$ cat config.mk
export PLATFORM = sky130hd
export DESIGN_NAME = sgdp_desc_ptrs
export DESIGN_NICKNAME = d
export VERILOG_FILES = /design/src/sgdp_pkg.sv /design/src/sgdp_ptr_reg.sv /design/src/sgdp_desc_ptrs.sv
export SDC_FILE = /design/constraint.sdc
export NUM_CORES = 1
export LEC_CHECK = 0
export BUFFER_PORTS_ARGS = -buffer_cell sky130_fd_sc_hd__buf_2
export CAP_MARGIN = 20
export CORE_AREA = 8 8 129 131
export CTS_CLUSTER_SIZE = 12
export DETAILED_ROUTE_END_ITERATION = 10
export DIE_AREA = 0 0 137 139
export GPL_TIMING_DRIVEN = 0
export HOLD_SLACK_MARGIN = 0.03
export PLACE_DENSITY = 0.79
export SKIP_CTS_REPAIR_TIMING = 1
export SLEW_MARGIN = 30
export SYNTH_ARGS = -nofsm -noshare
export SYNTH_HDL_FRONTEND = slang
export SYNTH_HIERARCHICAL = 1
export SYNTH_SLANG_ARGS = --single-unit
$ cat constraint.sdc
create_clock -name ref_clk -period 5.9 [get_ports ref_clk]
set_clock_uncertainty 0.1 [all_clocks]
set_input_delay 0.59 -clock ref_clk [delete_from_list [all_inputs] [get_ports ref_clk]]
set_output_delay 0.59 -clock ref_clk [all_outputs]
set_load 0.01 [all_outputs]
$ cat src/sgdp_pkg.sv
package sgdp_pkg;
  // register offsets (byte addresses in the register window)
  localparam logic [7:0] CUR_DESC_OFS = 8'h08;
  localparam logic [7:0] TAIL_DESC_OFS = 8'h10;
  localparam logic [7:0] SRC_ADDR_OFS = 8'h18;
  // pointer field layout: low bits forced to zero
  localparam int PTR_LSB = 6;
  localparam logic [31:0] PTR_MASK = 32'hffffffc0;
  // descriptor stride in bytes
  localparam logic [31:0] DESC_STRIDE = 32'h00000040;
  // reset values
  localparam logic [31:0] CUR_DESC_RST = 32'h00000000;
  localparam logic [31:0] TAIL_DESC_RST = 32'h00000000;
  localparam logic [31:0] SRC_ADDR_RST = 32'h00000000;
  // width of the register window address
  localparam int REG_AW = 8;
endpackage : sgdp_pkg

$ cat src/sgdp_ptr_reg.sv
`timescale 1ns/100ps
// one pointer/address register with optional low-bit masking
module sgdp_ptr_reg
  import sgdp_pkg::*;
#(
  parameter logic [31:0] RST_VAL = 32'h00000000,
  parameter logic [31:0] KEEP_MASK = 32'hffffffff
) (
  input wire logic clk,
  input wire logic rstSyncN,
  input wire logic swWr,
  input wire logic [31:0] swData,
  input wire logic hwWr,
  input wire logic [31:0] hwData,
  output logic [31:0] value
);
  logic [31:0] valQ;
  logic [31:0] valD;
  // hardware update wins over software write in the same cycle
  assign valD = hwWr ? (hwData & KEEP_MASK) : (swWr ? (swData & KEEP_MASK) : valQ);
  // storage
  always_ff @(posedge clk or negedge rstSyncN) begin
    if (!rstSyncN) begin
      valQ <= RST_VAL;
    end else begin
      valQ <= valD;
    end
  end
  assign value = valQ;
endmodule : sgdp_ptr_reg

$ cat src/sgdp_desc_ptrs.sv
`timescale 1ns/100ps
module sgdp_desc_ptrs
  import sgdp_pkg::*;
(
  input wire logic ref_clk,
  input wire logic rst_n,
  input wire logic regWr,
  input wire logic [REG_AW-1:0] regAddr,
  input wire logic [31:0] regWdata,
  output logic [31:0] regRdata,
  input wire logic scatterGatherSelect,
  input wire logic fetchReady,
  input wire logic descDone,
  input wire logic [31:0] nextDescPtr,
  input wire logic errValid,
  input wire logic [31:0] errDescPtr,
  input wire logic simpleStart,
  output logic fetchReq,
  output logic [31:0] fetchAddr,
  output logic simpleReq,
  output logic [31:0] simpleSrcAddr,
  output logic engineIdle,
  output logic enginePaused
);
  // reset synchroniser
  logic rstMetaQ;
  logic rstSyncQ;
  always_ff @(posedge ref_clk or negedge rst_n) begin
    if (!rst_n) begin
      rstMetaQ <= 1'b0;
      rstSyncQ <= 1'b0;
    end else begin
      rstMetaQ <= 1'b1;
      rstSyncQ <= rstMetaQ;
    end
  end

  // engine states
  typedef enum logic [3:0] {
    ST_IDLE = 4'b0001,
    ST_FETCH = 4'b0010,
    ST_EXEC = 4'b0100,
    ST_PAUSE = 4'b1000
  } sgdp_state_e;
  sgdp_state_e stateQ;
  sgdp_state_e stateD;

  // address decode
  wire selCur = regAddr == CUR_DESC_OFS;
  wire selTail = regAddr == TAIL_DESC_OFS;
  wire selSrc = regAddr == SRC_ADDR_OFS;
  wire wrCur = regWr && selCur;
  wire wrTail = regWr && selTail;
  wire wrSrc = regWr && selSrc;
  wire chainMode = scatterGatherSelect;

  logic [31:0] curPtr;
  logic [31:0] tailPtr;
  logic [31:0] srcAddr;
  logic hwCurWr;
  logic [31:0] hwCurData;

  sgdp_ptr_reg #(.RST_VAL(CUR_DESC_RST), .KEEP_MASK(PTR_MASK)) uCur (
    .clk(ref_clk),
    .rstSyncN(rstSyncQ),
    .swWr(wrCur),
    .swData(regWdata),
    .hwWr(hwCurWr),
    .hwData(hwCurData),
    .value(curPtr)
  );
  sgdp_ptr_reg #(.RST_VAL(TAIL_DESC_RST), .KEEP_MASK(PTR_MASK)) uTail (
    .clk(ref_clk),
    .rstSyncN(rstSyncQ),
    .swWr(wrTail),
    .swData(regWdata),
    .hwWr(1'b0),
    .hwData(32'h00000000),
    .value(tailPtr)
  );
  sgdp_ptr_reg #(.RST_VAL(SRC_ADDR_RST), .KEEP_MASK(32'hffffffff)) uSrc (
    .clk(ref_clk),
    .rstSyncN(rstSyncQ),
    .swWr(wrSrc),
    .swData(regWdata),
    .hwWr(1'b0),
    .hwData(32'h00000000),
    .value(srcAddr)
  );

  // tail reached when the completed descriptor is the pause point
  wire atTail = curPtr == tailPtr;
  // sequential successor of a paused descriptor
  wire [31:0] seqNext = (curPtr + DESC_STRIDE) & PTR_MASK;

  // hardware updates of the current pointer
  // error pointer capture
  always_comb begin
    hwCurWr = 1'b0;
    hwCurData = curPtr;
    if (errValid) begin
      hwCurWr = 1'b1;
      hwCurData = errDescPtr;
    end else if (stateQ == ST_EXEC && descDone && !atTail) begin
      hwCurWr = 1'b1;
      hwCurData = nextDescPtr;
    end else if (stateQ == ST_PAUSE && wrTail) begin
      hwCurWr = 1'b1;
      hwCurData = seqNext;
    end
  end

  // state transitions
  always_comb begin
    stateD = stateQ;
    case (stateQ)
      ST_IDLE: begin
        if (wrTail && chainMode) begin
          stateD = ST_FETCH;
        end
      end
      ST_FETCH: begin
        if (errValid) begin
          stateD = ST_IDLE;
        end else if (fetchReady) begin
          stateD = ST_EXEC;
        end
      end
      ST_EXEC: begin
        if (errValid) begin
          stateD = ST_IDLE;
        end else if (descDone) begin
          stateD = atTail ? ST_PAUSE : ST_FETCH;
        end
      end
      ST_PAUSE: begin
        if (wrTail) begin
          stateD = ST_FETCH;
        end
      end
      default: begin
        stateD = ST_IDLE;
      end
    endcase
  end

  always_ff @(posedge ref_clk or negedge rstSyncQ) begin
    if (!rstSyncQ) begin
      stateQ <= ST_IDLE;
    end else begin
      stateQ <= stateD;
    end
  end

  // simple transfer request latch
  logic simpleQ;
  always_ff @(posedge ref_clk or negedge rstSyncQ) begin
    if (!rstSyncQ) begin
      simpleQ <= 1'b0;
    end else begin
      simpleQ <= simpleStart && !chainMode && stateQ == ST_IDLE;
    end
  end

  // busy tail write only moves pause point (no state change above)
  assign fetchReq = stateQ == ST_FETCH;
  assign fetchAddr = curPtr;
  assign simpleReq = simpleQ;
  // full source address drives simple reads
  assign simpleSrcAddr = srcAddr;
  assign engineIdle = stateQ == ST_IDLE && !simpleQ;
  assign enginePaused = stateQ == ST_PAUSE;

  // read mux; unmapped offsets read zero
  wire [31:0] rdMux = selCur ? curPtr : selTail ? tailPtr : selSrc ? srcAddr : 32'h00000000;
  // read data register, so the data output leaves from a flip-flop
  logic [31:0] regRdataQ;
  always_ff @(posedge ref_clk or negedge rstSyncQ) begin
    if (!rstSyncQ) begin
      regRdataQ <= 32'h00000000;
    end else begin
      regRdataQ <= rdMux;
    end
  end
  // read data stands one cycle after the address
  assign regRdata = regRdataQ;

  // a_ptr_low_zero: pointer alignment
  a_ptr_low_zero: assert property (@(posedge ref_clk) disable iff (!rstSyncQ)
    curPtr[5:0] == 6'h00 && tailPtr[5:0] == 6'h00) else $error("pointer low bits not zero");
  a_tail_start: assert property (@(posedge ref_clk) disable iff (!rstSyncQ)
    stateQ == ST_IDLE && wrTail && chainMode && !errValid |=> fetchReq && fetchAddr == $past(curPtr))
    else $error("tail write did not start fetch");
  a_tail_pause: assert property (@(posedge ref_clk) disable iff (!rstSyncQ)
    stateQ == ST_EXEC && descDone && atTail && !errValid |=> enginePaused)
    else $error("no pause at tail");
  a_resume_next: assert property (@(posedge ref_clk) disable iff (!rstSyncQ)
    enginePaused && wrTail && !errValid |=> fetchReq && curPtr == $past(seqNext))
    else $error("resume not at next descriptor");
  a_err_capture: assert property (@(posedge ref_clk) disable iff (!rstSyncQ)
    errValid |=> curPtr == ($past(errDescPtr) & PTR_MASK)) else $error("error pointer lost");
  a_busy_tail: assert property (@(posedge ref_clk) disable iff (!rstSyncQ)
    (stateQ == ST_FETCH || stateQ == ST_EXEC) && wrTail
    && !fetchReady && !descDone && !errValid
    |=> stateQ == $past(stateQ) && curPtr == $past(curPtr))
    else $error("busy tail write changed state");
  a_src_exact: assert property (@(posedge ref_clk) disable iff (!rstSyncQ)
    wrSrc |=> simpleSrcAddr == $past(regWdata)) else $error("source address altered");
  a_simple_mode: assert property (@(posedge ref_clk) disable iff (!rstSyncQ)
    !chainMode && stateQ == ST_IDLE |=> stateQ == ST_IDLE) else $error("chain without select");
  c_chain_run: cover property (@(posedge ref_clk) fetchReq ##1 stateQ == ST_EXEC);
  c_pause_hit: cover property (@(posedge ref_clk) enginePaused ##1 fetchReq);
  c_simple_go: cover property (@(posedge ref_clk) simpleReq);
endmodule : sgdp_desc_ptrs

==> flow_summary.yaml <==
die:
  die_w_um: 137
  ios: 212
  rows: 45
  coreArea_mm2: 0.01475
  dieArea_mm2: 0.01904
  fp.dieH_um: 139
  initial_utilization: 0.4923
timing:
  fin_setup_tns_ns: 0
  relSlewSlack: 0.4500
  hold_viol_final: 0
  timing.final.ws_setup_ns: 2.806
  period_share: 0.5244
  finalSetupViolCount: 0
  drv_slew: 0
  rsz0062_at_grt: "no"
  worstMarginPinSlew_ns: 0.8187
  layout_min_cycle_time_ns: 3.094
  max_freq_ghz: 0.3232
  holdWs_ns: 0.1887
detailed_routing:
  via_count: 6918
  wl_per_cell_um: 20.11
  drt_wl_total_mm: 25.06
  route.detailed.drc: 0
  viasPerCell: 5.552
  dr.pass1.iters: 5
  postRouteAntennaNets: 0
  dr.first_iter.drc_count: 700
setup_path:
  path_class: "register to register"
  max_stage_delay_ns: 0.62
  cp_max_fo: 10
  start_kind: "register"
  cp_slowest_cell: "or4b_4"
  path_cells: "or4b_4, nor4_4, buf_6, nor2_1, nand2_1, buf_2, clkbuf_1, o21ai_1"
  cp-end-kind: "register"
  crit_arrival_ns: 3.27
  critPathRequiredTime_ns: 6.08
placement:
  placedCellCount: 1212
  io_buffers: 193
  dpl.hpwl_mm: 18.54
  gp_congestion: 0.8810
  dp_slack_ns: 2.687
  placed_cell_area_mm2: 0.008781
power:
  finalPower_mw: 2.518
  leakagePower_nw: 4.664
  ir_worst_vdd_mv: 0.1996
  p_per_area_mw_per_mm2: 268.3
clock_tree:
  clk_pin_slew_worst_paths_ns: 0.05
  cts_buffers: 17
  clock_path_buffers: 2
  clock_sinks: 123
  cts_tree: "yes"
  insertion_delay_ns: 0.43
  root_buffer: "clkbuf_16"
  h-tree-depth: 4
global_routing:
  grt_use_met1: 0.3284
  antenna_found_initial: 1
  grt_use_total: 0.2623
  grt_max_degree: 47
  met2_usage: 0.4124
  grt-busiest-layer: "met2"
  first_global_vias: 7043
  grt_overflow: 0
  grt_pass1_wl_mm: 38.55
  met3_usage: 0.06775
layout:
  drive_gt1_frac: 0.2630
  fillers: 1259
  final_nets: 1157
  layout.cells.non_filler: 1246
  utilization: 0.6361
  final_area_mm2: 0.009384
  syn2layout_area_growth_pct: 29.22
  final-seq-area_mm2: 0.003083
  multi_input_area_mm2: 0.003812
min_path:
  worst_hold_path_type: "register to async pin"
synth:
  synth_area_per_cell_um2: 9.555
  syn_inst: 760
  synth_area_mm2: 0.007262
  synth_warnings: 6
flow_run:
  maxCapViolCount: 0
run_status:
  status: "finished clean"
## cells in the final DEF, fill, tap and decap left out, types with 7 or more instances in the layout
| master | count |
|---|---|
| a222oi_1 | 32 |
| nand2_1 | 121 |
| buf_2 | 211 |
| xnor2_1 | 24 |
| nor3_1 | 7 |
| o21ai_0 | 29 |
| nand4_1 | 13 |
| nor4_1 | 11 |
| buf_12 | 7 |
| nor2_1 | 13 |
| conb_1 | 73 |
| o21ai_1 | 81 |
| dfrtp_1 | 121 |
| xor2_1 | 33 |
| inv_1 | 37 |
| clkbuf_1 | 33 |
| mux2i_1 | 109 |
| buf_4 | 12 |
| nand3_1 | 17 |
| clkbuf_16 | 17 |
## worst max-delay path, delay by kind of cell, from the launching register on
kind                   cells  cell delay [ns]
AO/OA/AOI/OAI              1             0.16
AND/OR/NAND/NOR            4             1.31
buffers and inverters      3             0.94
flip-flops                 1             0.43
## sequential cells by signal (all words and copies together), names as in the netlist
signal,flops
simpleReq,1
regRdata,32
rstMetaQ,1
stateQ,4
uSrc/value,32
uCur/value,26
rstSyncQ,1
uTail/value,26
## final timing paths
| kind | depth (start not counted) | start | slack [ns] | end |
|---|---|---|---|---|
| setup / recovery | 8 | stateQ[1]$_DFFE_PN0P_ | 2.81 | uCur/value[18]$_DFFE_PN0P_ |
| hold / removal | 0 | rstSyncQ$_DFF_PN0_ | 0.19 | regRdata[15]$_DFF_PN0_ |
| setup reg to reg | 8 | stateQ[1]$_DFFE_PN0P_ | 2.81 | uCur/value[18]$_DFFE_PN0P_ |
| hold reg to reg | 0 | rstSyncQ$_DFF_PN0_ | 0.19 | regRdata[15]$_DFF_PN0_ |
| max in group asynchronous | 2 | rstSyncQ$_DFF_PN0_ | 4.64 | uSrc/value[26]$_DFFE_PN0P_ |
| min in group ref_clk | 2 | scatterGatherSelect | 0.23 | simpleReq$_DFF_PN0_ |
## layout make-up
| cell class | count | share of cell area |
|---|---|---|
| Antenna cell | 1 | 0.0002667 |
| Clock inverter | 6 | 0.009067 |
| Clock buffer | 26 | 0.05320 |
| Multi-Input combinational cell | 597 | 0.4063 |
| Timing Repair Buffer | 196 | 0.1099 |
| Inverter | 37 | 0.01480 |
| Tap cell | 188 | 0.02507 |
| Sequential cell | 123 | 0.3285 |
| Buffer | 72 | 0.05293 |
## layer usage
layer / wire length, µm / vias to the layer above
met5: 11 / -
li1: - / 3179
met3: 2425 / 65
met4: 884 / 2
met1: 10010 / 3301
met2: 11730 / 371
## power breakdown
part | switching, mW | internal (mW) | total, mW
registers | 0.0983 | 0.916 | 1.01
clock network | 0.375 | 0.665 | 1.04
logic | 0.269 | 0.195 | 0.465
total | 0.742 | 1.78 | 2.52
Power figures use the tool's default switching activity.
